File: config.mk
export PLATFORM = sky130hd
export DESIGN_NAME = multi_mode_host_bus_port
export DESIGN_NICKNAME = d
export VERILOG_FILES = /design/src/rtl/host_port_pkg.sv /design/src/rtl/pin_sync.sv /design/src/rtl/multi_mode_host_bus_port.sv
export SDC_FILE = /design/constraint.sdc
export NUM_CORES = 2
export LEC_CHECK = 0
export BUFFER_PORTS_ARGS = -buffer_cell sky130_fd_sc_hd__buf_4
export CORE_UTILIZATION = 35
export CTS_CLUSTER_SIZE = 12
export DETAILED_ROUTE_END_ITERATION = 6
export GPL_ROUTABILITY_DRIVEN = 0
export PLACE_DENSITY_LB_ADDON = 0.08
export SLEW_MARGIN = 20
export SYNTH_ARGS = -nofsm -noshare
export SYNTH_HDL_FRONTEND = slang
export SYNTH_SLANG_ARGS = --single-unit
export TNS_END_PERCENT = 50
File: constraint.sdc
create_clock -name sys_clk_in -period 8.3 [get_ports sys_clk_in]
set_input_delay 0.83 -clock sys_clk_in [delete_from_list [all_inputs] [get_ports sys_clk_in]]
set_output_delay 0.83 -clock sys_clk_in [all_outputs]
set_load 0.005 [all_outputs]
File: src/rtl/host_port_pkg.sv
// Shared constants and types for the multi-mode host bus port
`default_nettype none
package host_port_pkg;
   // ---------------------------------------------------------------
   // Widths
   // ---------------------------------------------------------------
   localparam int ADDR_W = 15;
   localparam int DATA_W = 8;
   localparam int TYPE_W = 3;

   // ---------------------------------------------------------------
   // Host type select codes
   // ---------------------------------------------------------------
   localparam logic [TYPE_W-1:0] TYPE_ASYNC_SEP = 3'h0;
   localparam logic [TYPE_W-1:0] TYPE_ASYNC_DS = 3'h3;
   localparam logic [TYPE_W-1:0] TYPE_SYNC_HIGH = 3'h7;

   // ---------------------------------------------------------------
   // Timing
   // ---------------------------------------------------------------
   localparam int SYS_CLK_PERIOD_NS = 4;
   localparam int HOST_CLK_MAX_MHZ = 33;
   // Shortest host clock period, rounded down
   localparam int HOST_CLK_MIN_PERIOD_NS = 1000 / HOST_CLK_MAX_MHZ;
   localparam int HOST_CLK_MIN_CYCLES = HOST_CLK_MIN_PERIOD_NS / SYS_CLK_PERIOD_NS;

   // ---------------------------------------------------------------
   // Internal storage map
   // ---------------------------------------------------------------
   localparam int MEM_DEPTH_DEFAULT = 256;
   localparam logic [DATA_W-1:0] MEM_RESET_VALUE = 8'h00;
   localparam logic [DATA_W-1:0] UNMAPPED_READ = 8'h00;

   // ---------------------------------------------------------------
   // Types
   // ---------------------------------------------------------------
   typedef enum logic [1:0] {
      MODE_ASYNC_SEP,
      MODE_ASYNC_DS,
      MODE_SYNC
   } host_mode_t;

   typedef enum logic [1:0] {
      PH_IDLE,
      PH_ACCESS,
      PH_DONE
   } phase_t;

   typedef struct packed {
      logic rst_n;
      logic hclk;
      logic cs_n;
      logic rw_n;
      logic strobe_n;
      logic data_bus_enable_n_n;
      logic [ADDR_W-1:0] addr;
      logic [DATA_W-1:0] data;
   } host_pins_t;

   localparam int PINS_W = $bits(host_pins_t);
   // Idle pin levels: strobes and selects negated, device reset released
   localparam host_pins_t PINS_IDLE = '{rst_n: 1'b1, hclk: 1'b0, cs_n: 1'b1, rw_n: 1'b1,
      strobe_n: 1'b1, data_bus_enable_n_n: 1'b1, addr: '0, data: '0};

   function automatic host_mode_t decode_type(input logic [TYPE_W-1:0] code);
      if (code == TYPE_ASYNC_SEP) begin
         return MODE_ASYNC_SEP;
      end else if (code == TYPE_ASYNC_DS) begin
         return MODE_ASYNC_DS;
      end
      // All remaining codes, TYPE_SYNC_HIGH among them, are clocked styles
      return MODE_SYNC;
   endfunction : decode_type
endpackage : host_port_pkg
`default_nettype wire

File: src/rtl/pin_sync.sv
// Two-stage synchroniser for a bundle of asynchronous pins
`default_nettype none
module pin_sync #(
   parameter int WIDTH = 1,
   parameter logic [WIDTH-1:0] RESET_VALUE = '0
) (
   // Clock and reset
   input wire logic sys_clk_in,
   input wire logic sys_rst_in,
   // Pins
   input wire logic [WIDTH-1:0] async_in,
   output logic [WIDTH-1:0] sync_out
);
   // Stage 0 feeds stage 1 only
   logic [1:0][WIDTH-1:0] stage;

   always_ff @(posedge sys_clk_in) begin
      if (sys_rst_in) begin
         stage <= {RESET_VALUE, RESET_VALUE};
      end else begin
         stage <= {stage[0], async_in};
      end
   end

   assign sync_out = stage[1];
endmodule : pin_sync
`default_nettype wire

File: src/rtl/multi_mode_host_bus_port.sv
// Host bus slave port with strobe-driven and host-clocked bus styles
`default_nettype none
module multi_mode_host_bus_port #(
   parameter int MEM_DEPTH = host_port_pkg::MEM_DEPTH_DEFAULT
) (
   // Clock and reset
   input wire logic sys_clk_in,
   input wire logic sys_rst_in,
   // Device reset and strap
   input wire logic reset_n_in,
   input wire logic [host_port_pkg::TYPE_W-1:0] host_type_select_in,
   // Host control pins
   input wire logic host_bus_clk_in,
   input wire logic chip_select_pin_n_in,
   input wire logic write_strobe_n_in,
   input wire logic read_strobe_pin_n_in,
   input wire logic data_bus_enable_n_in,
   input wire logic [host_port_pkg::ADDR_W-1:0] host_addr_in,
   // Data bus
   input wire logic [host_port_pkg::DATA_W-1:0] host_data_bus_in,
   output logic [host_port_pkg::DATA_W-1:0] host_data_bus_out,
   output logic host_data_bus_oe_out,
   // Acknowledge
   output logic ready_pin_n_out,
   output logic ready_pin_oe_out
);
   import host_port_pkg::*;

   localparam int MEM_AW = $clog2(MEM_DEPTH);

   // ---------------------------------------------------------------
   // Pin synchronisation
   // ---------------------------------------------------------------
   host_pins_t pins_raw;
   host_pins_t pins;

   always_comb begin
      pins_raw.rst_n = reset_n_in;
      pins_raw.hclk = host_bus_clk_in;
      pins_raw.cs_n = chip_select_pin_n_in;
      pins_raw.rw_n = write_strobe_n_in;
      pins_raw.strobe_n = read_strobe_pin_n_in;
      pins_raw.data_bus_enable_n_n = data_bus_enable_n_in;
      pins_raw.addr = host_addr_in;
      pins_raw.data = host_data_bus_in;
   end

   pin_sync #(
      .WIDTH(PINS_W),
      .RESET_VALUE(PINS_IDLE)
   ) u_pin_sync (
      .sys_clk_in(sys_clk_in),
      .sys_rst_in(sys_rst_in),
      .async_in(pins_raw),
      .sync_out(pins)
   );

   // ---------------------------------------------------------------
   // State
   // ---------------------------------------------------------------
   typedef struct packed {
      host_mode_t mode;
      phase_t phase;
      logic is_read;
      logic [ADDR_W-1:0] addr;
      logic [DATA_W-1:0] wdata;
      logic [DATA_W-1:0] rdata;
      logic drive;
      logic prev_hclk;
      logic prev_strobe_n;
      logic [DATA_W-1:0] data_out;
      logic data_oe;
      logic ack_n;
      logic ack_oe;
   } state_t;

   state_t st;
   state_t next_st;

   logic [DATA_W-1:0] mem [MEM_DEPTH];
   logic wr_en;
   logic [ADDR_W-1:0] wr_addr;
   logic [DATA_W-1:0] wr_data;
   logic dev_rst;
   logic hclk_rise;
   logic strobe_fall;
   logic hit;
   logic [DATA_W-1:0] lookup;

   // Device reset pin acts through the synchroniser, so its release is clean
   assign dev_rst = sys_rst_in | ~pins.rst_n;

   // Host clock is a plain input; 250 MHz sampling sees every 33 MHz edge
   assign hclk_rise = pins.hclk & ~st.prev_hclk;
   assign strobe_fall = ~pins.strobe_n & st.prev_strobe_n;

   // ---------------------------------------------------------------
   // Address decode
   // ---------------------------------------------------------------
   always_comb begin
      hit = (st.addr < ADDR_W'(MEM_DEPTH));
      lookup = UNMAPPED_READ;
      if (hit) begin
         lookup = mem[st.addr[MEM_AW-1:0]];
      end
   end

   // ---------------------------------------------------------------
   // Next state
   // ---------------------------------------------------------------
   always_comb begin
      next_st = st;
      wr_en = 1'b0;
      wr_addr = st.addr;
      wr_data = st.wdata;
      next_st.prev_hclk = pins.hclk;
      next_st.prev_strobe_n = pins.strobe_n;
      next_st.ack_oe = 1'b1;

      unique case (st.mode)
         MODE_ASYNC_SEP: begin
            // Host clock is not looked at in this mode
            unique case (st.phase)
               PH_IDLE: begin
                  if (!pins.cs_n && !pins.strobe_n) begin
                     next_st.addr = pins.addr;
                     next_st.is_read = 1'b1;
                     next_st.phase = PH_ACCESS;
                  end else if (!pins.cs_n && !pins.rw_n) begin
                     next_st.addr = pins.addr;
                     next_st.is_read = 1'b0;
                     next_st.wdata = pins.data;
                     next_st.phase = PH_ACCESS;
                  end
               end
               PH_ACCESS: begin
                  next_st.rdata = lookup;
                  next_st.drive = st.is_read;
                  next_st.ack_n = 1'b0;
                  next_st.phase = PH_DONE;
                  if (!st.is_read && !pins.rw_n) begin
                     next_st.wdata = pins.data;
                  end
               end
               PH_DONE: begin
                  if (st.is_read) begin
                     if (pins.strobe_n || pins.cs_n) begin
                        next_st.drive = 1'b0;
                        next_st.ack_n = 1'b1;
                        next_st.phase = PH_IDLE;
                     end
                  end else if (pins.cs_n) begin
                     // Select lost before the strobe closed: drop the write
                     next_st.ack_n = 1'b1;
                     next_st.phase = PH_IDLE;
                  end else if (pins.rw_n) begin
                     wr_en = hit;
                     next_st.ack_n = 1'b1;
                     next_st.phase = PH_IDLE;
                  end else begin
                     next_st.wdata = pins.data;
                  end
               end
               default: begin
                  next_st.phase = PH_IDLE;
               end
            endcase
            next_st.data_out = next_st.rdata;
            next_st.data_oe = next_st.drive & ~pins.data_bus_enable_n_n;
         end

         MODE_ASYNC_DS: begin
            unique case (st.phase)
               PH_IDLE: begin
                  if (!pins.cs_n && strobe_fall) begin
                     next_st.addr = pins.addr;
                     // Direction pin high means read
                     next_st.is_read = pins.rw_n;
                     next_st.wdata = pins.data;
                     next_st.phase = PH_ACCESS;
                  end
               end
               PH_ACCESS: begin
                  next_st.rdata = lookup;
                  next_st.drive = st.is_read;
                  next_st.ack_n = 1'b0;
                  next_st.phase = PH_DONE;
                  next_st.wdata = pins.data;
               end
               PH_DONE: begin
                  if (pins.cs_n) begin
                     next_st.drive = 1'b0;
                     next_st.ack_n = 1'b1;
                     next_st.phase = PH_IDLE;
                  end else if (pins.strobe_n) begin
                     // Write data is the level seen just before the strobe rose
                     wr_en = ~st.is_read & hit;
                     next_st.drive = 1'b0;
                     next_st.ack_n = 1'b1;
                     next_st.phase = PH_IDLE;
                  end else begin
                     next_st.wdata = pins.data;
                  end
               end
               default: begin
                  next_st.phase = PH_IDLE;
               end
            endcase
            next_st.data_out = next_st.rdata;
            next_st.data_oe = next_st.drive & ~pins.data_bus_enable_n_n;
         end

         MODE_SYNC: begin
            // Every output change except the ready enable turning on after reset waits for a host clock rise
            if (hclk_rise) begin
               unique case (st.phase)
                  PH_IDLE: begin
                     if (!pins.cs_n) begin
                        if (!pins.rw_n) begin
                           next_st.addr = pins.addr;
                           if (!pins.strobe_n) begin
                              wr_addr = pins.addr;
                              wr_data = pins.data;
                              wr_en = (pins.addr < ADDR_W'(MEM_DEPTH));
                              next_st.ack_n = 1'b0;
                              next_st.phase = PH_DONE;
                           end
                        end else begin
                           next_st.is_read = 1'b1;
                           next_st.rdata = lookup;
                           next_st.phase = PH_ACCESS;
                        end
                     end
                  end
                  PH_ACCESS: begin
                     next_st.drive = 1'b1;
                     next_st.ack_n = 1'b0;
                     next_st.phase = PH_DONE;
                  end
                  PH_DONE: begin
                     next_st.drive = 1'b0;
                     next_st.is_read = 1'b0;
                     next_st.ack_n = 1'b1;
                     next_st.phase = PH_IDLE;
                  end
                  default: begin
                     next_st.phase = PH_IDLE;
                  end
               endcase
               next_st.data_out = next_st.rdata;
               next_st.data_oe = next_st.drive & ~pins.data_bus_enable_n_n;
            end
         end

         default: begin
            next_st.mode = MODE_SYNC;
         end
      endcase
   end

   // ---------------------------------------------------------------
   // Registers
   // ---------------------------------------------------------------
   always_ff @(posedge sys_clk_in) begin
      if (dev_rst) begin
         st <= '0;
         // Strap is taken each reset cycle, so the last one before release holds
         st.mode <= decode_type(host_type_select_in);
         st.phase <= PH_IDLE;
         st.prev_hclk <= 1'b0;
         st.prev_strobe_n <= 1'b1;
         st.ack_n <= 1'b1;
         st.ack_oe <= 1'b0;
         st.data_oe <= 1'b0;
      end else begin
         st <= next_st;
      end
   end

   // Storage cleared by reset; a large depth makes this reset costly
   always_ff @(posedge sys_clk_in) begin
      if (dev_rst) begin
         for (int i = 0; i < MEM_DEPTH; i++) begin
            mem[i] <= MEM_RESET_VALUE;
         end
      end else if (wr_en) begin
         mem[wr_addr[MEM_AW-1:0]] <= wr_data;
      end
   end

   // ---------------------------------------------------------------
   // Outputs
   // ---------------------------------------------------------------
   assign host_data_bus_out = st.data_out;
   assign host_data_bus_oe_out = st.data_oe;
   assign ready_pin_n_out = st.ack_n;
   assign ready_pin_oe_out = st.ack_oe;
endmodule : multi_mode_host_bus_port
`default_nettype wire

# After elaboration in Yosys (flattened, before gate mapping)
# Memories as Yosys holds them, arrays and structs flattened. A register that Yosys moved wholly into a read port is not among the register bits.
# Cells that the tools add are included.
# W data, S select, Z words.
[totals]
register_bits = 108
mem_bits_rw = 2048
input_bits = 34
out_inout_bits = 11
word_cells = 195
mem_count = 1
[mem_list]
columns = ["memory", "depth", "width", "rd", "rd_clocked_by_memory_dff", "wr", "line_no", "rtl"]
rows = [
  ["mem", 256, 8, 1, 1, 256, "multi_mode_host_bus_port.sv:80", "logic [DATA_W-1:0] mem [MEM_DEPTH];"],
]
[op_classes]
magnitude_cmp = 2
eq_ne = 37
muxes = 106
bitwise = 12
n_reduce_logical = 22
[op_table]
columns = ["operator", "n"]
rows = [
  ["$mux W8", 27],
  ["$mux W18", 3],
  ["$pmux W18 S3", 1],
  ["$mux W26", 2],
  ["$mux W50", 1],
  ["$pmux W8 S3", 2],
  ["$mux W1", 38],
  ["$ne A3 B3 Y1 const B", 12],
  ["$mux W16", 2],
  ["$lt A15 B9 Y1 const B", 2],
  ["$mux W15", 2],
  ["$pmux W10 S3", 1],
  ["$pmux W9 S3", 1],
  ["$reduce_and A9 Y1", 3],
  ["$mux W2", 12],
  ["$reduce_and A11 Y1", 2],
  ["$pmux W8 S2", 1],
  ["$ne A4 B1 Y1 const B", 3],
  ["$pmux W1 S2", 6],
  ["$pmux W2 S3", 2],
  ["$mux W10", 1],
  ["$mux W9", 1],
  ["$ne A3 B1 Y1 const B", 3],
  ["$ne A2 B1 Y1 const B", 4],
  ["24 further kinds", 47],
]

# Logic depth before layout (Yosys ltp)
[logic_depth]
word_depth = 12
mapped_depth = 14

# By module
# From an unflattened synthesis, not the netlist that was laid out.
[unflattened]
cells_unflattened = 6797
hier_area_um2 = 94956.1
[modules_own_cells]
columns = ["module", "n_inst", "cells_per_inst", "area_each_um2", "seq_area_each_um2"]
rows = [
  ["multi_mode_host_bus_port", 1, 6646, 93171.9, 62680.1],
  ["pin_sync", 1, 151, 1784.2, 1161.1],
]

# Least setup slack after synthesis
# Ideal clock, no wire load.
[synth_timing]
path_kind = "register to register"
startpoint = "reg st[46] (netlist name)"
endpoint = "mem mem[132][0] (enable)"
t_arrival_ns = 3.050
setup_slack_ns = 4.866
stages_incl_launch_ff = 13
path_buffers = 3
synth_period_minus_slack_ns = 3.434
path_cell_list = "dfxtp_1 -> inv_1 -> ha_1 -> or4b_4 -> nor3_4 -> buf_4 -> buf_6 -> nand3b_1 -> o21a_1 -> nor2_1 -> nand2_2 -> clkbuf_1 -> o21ai_0"
[synth_lines]
columns = ["item", "line_no", "rtl"]
rows = [
  ["start: declaration", "multi_mode_host_bus_port.sv:77", "state_t st;"],
  ["start signal: assignment", "multi_mode_host_bus_port.sv:276", "st <= next_st;"],
  ["end: declaration", "multi_mode_host_bus_port.sv:80", ""],
]

==> impl_summary.txt <==
----------------------------------------------------
[Synth]
  Number of synthesized register bits ... 2164
  Cell taking the most area after synthesis ... sky130_fd_sc_hd__edfxtp_1
  Distinct cell type count after synthesis ... 78
  Top post-synthesis cells by count ... sky130_fd_sc_hd__nor2_1, sky130_fd_sc_hd__edfxtp_1, sky130_fd_sc_hd__mux4_2
  Total of warnings raised by yosys ... 0
  Avg Synthesized Cell Area ... 13.90 µm²
  Async set-reset flop share out of synthesis ... 0
  Top-count cell post-synth ... sky130_fd_sc_hd__nor2_1
  Number of flops mapped to enable cells by yosys ... 2050
  Area share of the largest cell type after synthesis ... 0.6489
  Net count after synthesis ... 6866
  Share of the yosys chip area belonging to registers ... 0.6730
  Leading register cell type out of synthesis ... sky130_fd_sc_hd__edfxtp_1
  Cells after synthesis ... 6825
  Largest cells by area after synthesis ... sky130_fd_sc_hd__edfxtp_1, sky130_fd_sc_hd__mux4_2, sky130_fd_sc_hd__nor2_1
  Cell Area, Synth ... 94860 µm²

[STA]
  Relative slew margins ... 0.2084
  Total of endpoints with negative setup slack in the final report ... 0
  Max Slew Vio Count ... 0
  Part of the cycle the worst path needs ... 0.7360
  Min Tclk post-route ... 6109 ps
  RSZ-0062 raised after global routing ... false
  Total negative slack ... 0 ps
  Max Clk Rate ... 163.7 MHz
  Worst slew pin tran ... 1187 ps
  Final hold slack ... 137.0 ps
  Number of hold-slack violations in the final timing report ... 0
  Setup skew after layout ... 47.30 ps

[Outcome]
  Failing checks ... design-rule violations
  Result of the run ... complete, but fails checks

[Place]
  Estimated wirelength of the detail-placed design ... 216700 µm
  Number of port buffers ... 44

[Global routing]
  Gr usage total ... 0.2413
  Number of global-route vias before repair ... 57330
  Total overflow reported by the global router ... 0
  Antenna violations before repair ... 15
  Largest net degree at the start of global routing ... 104
  First-pass GRT wire length ... 462300 µm

[Detailed routing]
  Avg Vias per Cell ... 5.590
  Post-DR wirelength/cell ... 31.74 µm
  Number of DRC violations after detailed-routing iteration 0 ... 6909
  Total vias in the final route ... 58400
  Post-DRT Antenna Nets ... 0
  Number of iterations in the first detailed-routing pass ... 7
  WL final ... 331600 µm
  # DRC ... 2

[Critical path]
  Critical path's slowest cell ... sky130_fd_sc_hd__o21ai_0
  Cell chain of the critical path ... inv_1 > ha_1 > inv_1 > nor3_4 > nand3_1 > a21oi_4 > nand2_4 > buf_4 > o21ai_0
  Startpoint-to-endpoint class of the critical path ... reg -> reg
  Worst Path Buf+Inv ... 3
  Delay of the slowest critical-path stage ... 930 ps
  CP startpoint kind ... flop
  Data required, critical path ... 8760 ps
  Kind of capture point of the worst setup path ... flop
  Critical path's top delay family ... simple AND/OR/NAND/NOR gates
  Max FO, Critical Path ... 50
  R2R setup slack ... 2190 ps
  Worst path most repeated cell ... sky130_fd_sc_hd__inv_1
  Worst Path Arrival ... 6570 ps

[Clock tree]
  Insertion delay to the later sink of the worst-skew pair ... 880 ps
  Largest buffer count on any clock path ... 3
  Gates resized, CTS repair ... 0
  Total CTS buffers ... 236
  Clock slew at the register clock pins of the worst setup and hold paths ... 60 ps
  Setup Fix Bufs, Post-CTS ... 0
  Root cell of the clock tree ... sky130_fd_sc_hd__clkbuf_16
  Number of hold-repair buffers added at the cts stage ... 0
  CTS sink count ... 2164
  Max H-tree Level ... 4
  TritonCTS clock tree ... yes

[Pwr]
  Share of power burned in combinational logic ... 0.052
  Design Power ... 24.39 mW
  Static leakage power ... 33.40 nW
  Net switching power of the design ... 5.531 mW
  Total internal power ... 18.86 mW
  Clk network pwr share ... 0.431
  Sequential Power Share ... 0.518
  Switching share of power ... 0.2268
  Pwr/cell area ... 229.3 nW/µm²
  VDD IR-drop max ... 0.0002394 V

[Layout]
  Final net count ... 6730
  Footprint of the multi-input gates ... 28400 µm²
  Layout filler cell count ... 24950
  Final standard cell utilization of the core ... 0.3960
  Area growth from synthesis to layout ... 12.13%
  Area taken by flip-flops and latches ... 63860 µm²
  Ratio of cells with drive above 1 in the final layout ... 0.1720

[Floorplanning]
  Core Footprint ... 268600 µm²
  I/O pin count ... 45
  Initial Util ... 0.3531
  Horizontal die dimension ... 522.6 µm
  Number of core rows ... 190
  Die area ... 273100 µm²
  Overall die height ... 522.6 µm

[Min path]
  Class of the most critical hold timing path ... in -> reg

[Job]
  Reported max-cap violation count ... 0

----------------------------------------------------
[metal layers]
metal | global-route usage | part of all wire | vias up
li1 | - | - | 24800
met1 | 0.3404 | 0.43 | 30970
met2 | 0.3899 | 0.48 | 2269
met3 | 0.03884 | 0.068 | 362
met5 | 0 | 0 | -
met4 | 0.05502 | 0.022 | 0
[worst reg2reg max path, delay by kind of cell, from the launching register on]
kind	cells	cell delay, ps
compound gates	2	1850
fa+ha+maj	1	520
buf+inv	3	1010
flops	1	410
simple gates	3	1910
[flip-flops by register name, summed over array words and instances (netlist names), named ones only]
name	flops
mem	2048
st	39
u_pin_sync.stage	29
u_pin_sync.sync_out	29
host_data_bus_out	8
host_data_bus_oe_out	1
ready_pin_n_out	1
ready_pin_oe_out	1
[cell usage in the layout, fill, tap and decap left out, types with 12 or more instances in the layout]
cell type / instances
sky130_fd_sc_hd__nor2_1: 2125
sky130_fd_sc_hd__edfxtp_1: 2050
sky130_fd_sc_hd__mux4_2: 482
sky130_fd_sc_hd__nand2_1: 295
sky130_fd_sc_hd__clkbuf_16: 240
sky130_fd_sc_hd__buf_4: 223
sky130_fd_sc_hd__mux2i_1: 185
sky130_fd_sc_hd__o21ai_1: 160
sky130_fd_sc_hd__dfxtp_1: 108
sky130_fd_sc_hd__o21ai_0: 106
sky130_fd_sc_hd__a21oi_1: 68
sky130_fd_sc_hd__nor2b_1: 67
sky130_fd_sc_hd__clkbuf_1: 63
sky130_fd_sc_hd__a22oi_1: 61
sky130_fd_sc_hd__nand3_1: 50
sky130_fd_sc_hd__clkinv_2: 45
sky130_fd_sc_hd__clkinv_1: 43
sky130_fd_sc_hd__mux2_2: 37
sky130_fd_sc_hd__nor3_1: 29
sky130_fd_sc_hd__a211oi_1: 25
sky130_fd_sc_hd__a22o_1: 23
sky130_fd_sc_hd__bufinv_16: 21
sky130_fd_sc_hd__o211ai_1: 20
sky130_fd_sc_hd__nand2b_1: 19
sky130_fd_sc_hd__or2_2: 19
sky130_fd_sc_hd__a221oi_1: 16
sky130_fd_sc_hd__buf_12: 15
sky130_fd_sc_hd__a31oi_1: 14
sky130_fd_sc_hd__inv_1: 13
sky130_fd_sc_hd__nand2_8: 13
sky130_fd_sc_hd__o22ai_1: 12
[cells by family after synthesis]
group	synth area share
simple gates	0.1151
flops	0.6730
mux	0.1392
buf+inv	0.03185
compound gates	0.03986
fa+ha+maj	0.0009232
xor+xnor	0.00009234
[through the flow]
step | setup slack, ps | area [µm²] | cells
finish | 2191 | 106400 | 10450
global route | 1927 | 106400 | 10440
CTS | 2301 | 106300 | 10440
detailed placement | 2347 | 98740 | 10000
global placement | 2263 | 98710 | 10000
floorplan | 4866 | 94860 | 6825
[final timing paths]
path                            depth (start not counted)                 endpoint                 start
worst max register to register                          9               mem[11][0]                st[48]
worst min-delay path                                    2     u_pin_sync.stage[24]  read_strobe_pin_n_in
worst min register to register                          1  u_pin_sync.sync_out[28]  u_pin_sync.stage[28]
worst max-delay path                                    9               mem[11][0]                st[48]
[cell type report]
type,count,area share
well taps,3552,0.04178
diodes,8,0.0001882
flip-flops and latches,2164,0.6004
clock inverters,123,0.01152
multi-input cells,4033,0.2670
clock buffers,314,0.05994
inverters,15,0.0006234
repair buffers,239,0.01861
[power by group through the flow]
stage	logic [mW]	registers [mW]	clock network (mW)
2_1_floorplan	0.759	12.7	0
3_3_place_gp	1.25	12.9	0
3_5_place_dp	1.26	12.8	0
4_1_cts	1.26	12.6	10.7
5_1_grt	1.32	12.7	11.0
6_report	1.26	12.6	10.5
Power figures use the tool's default switching activity.
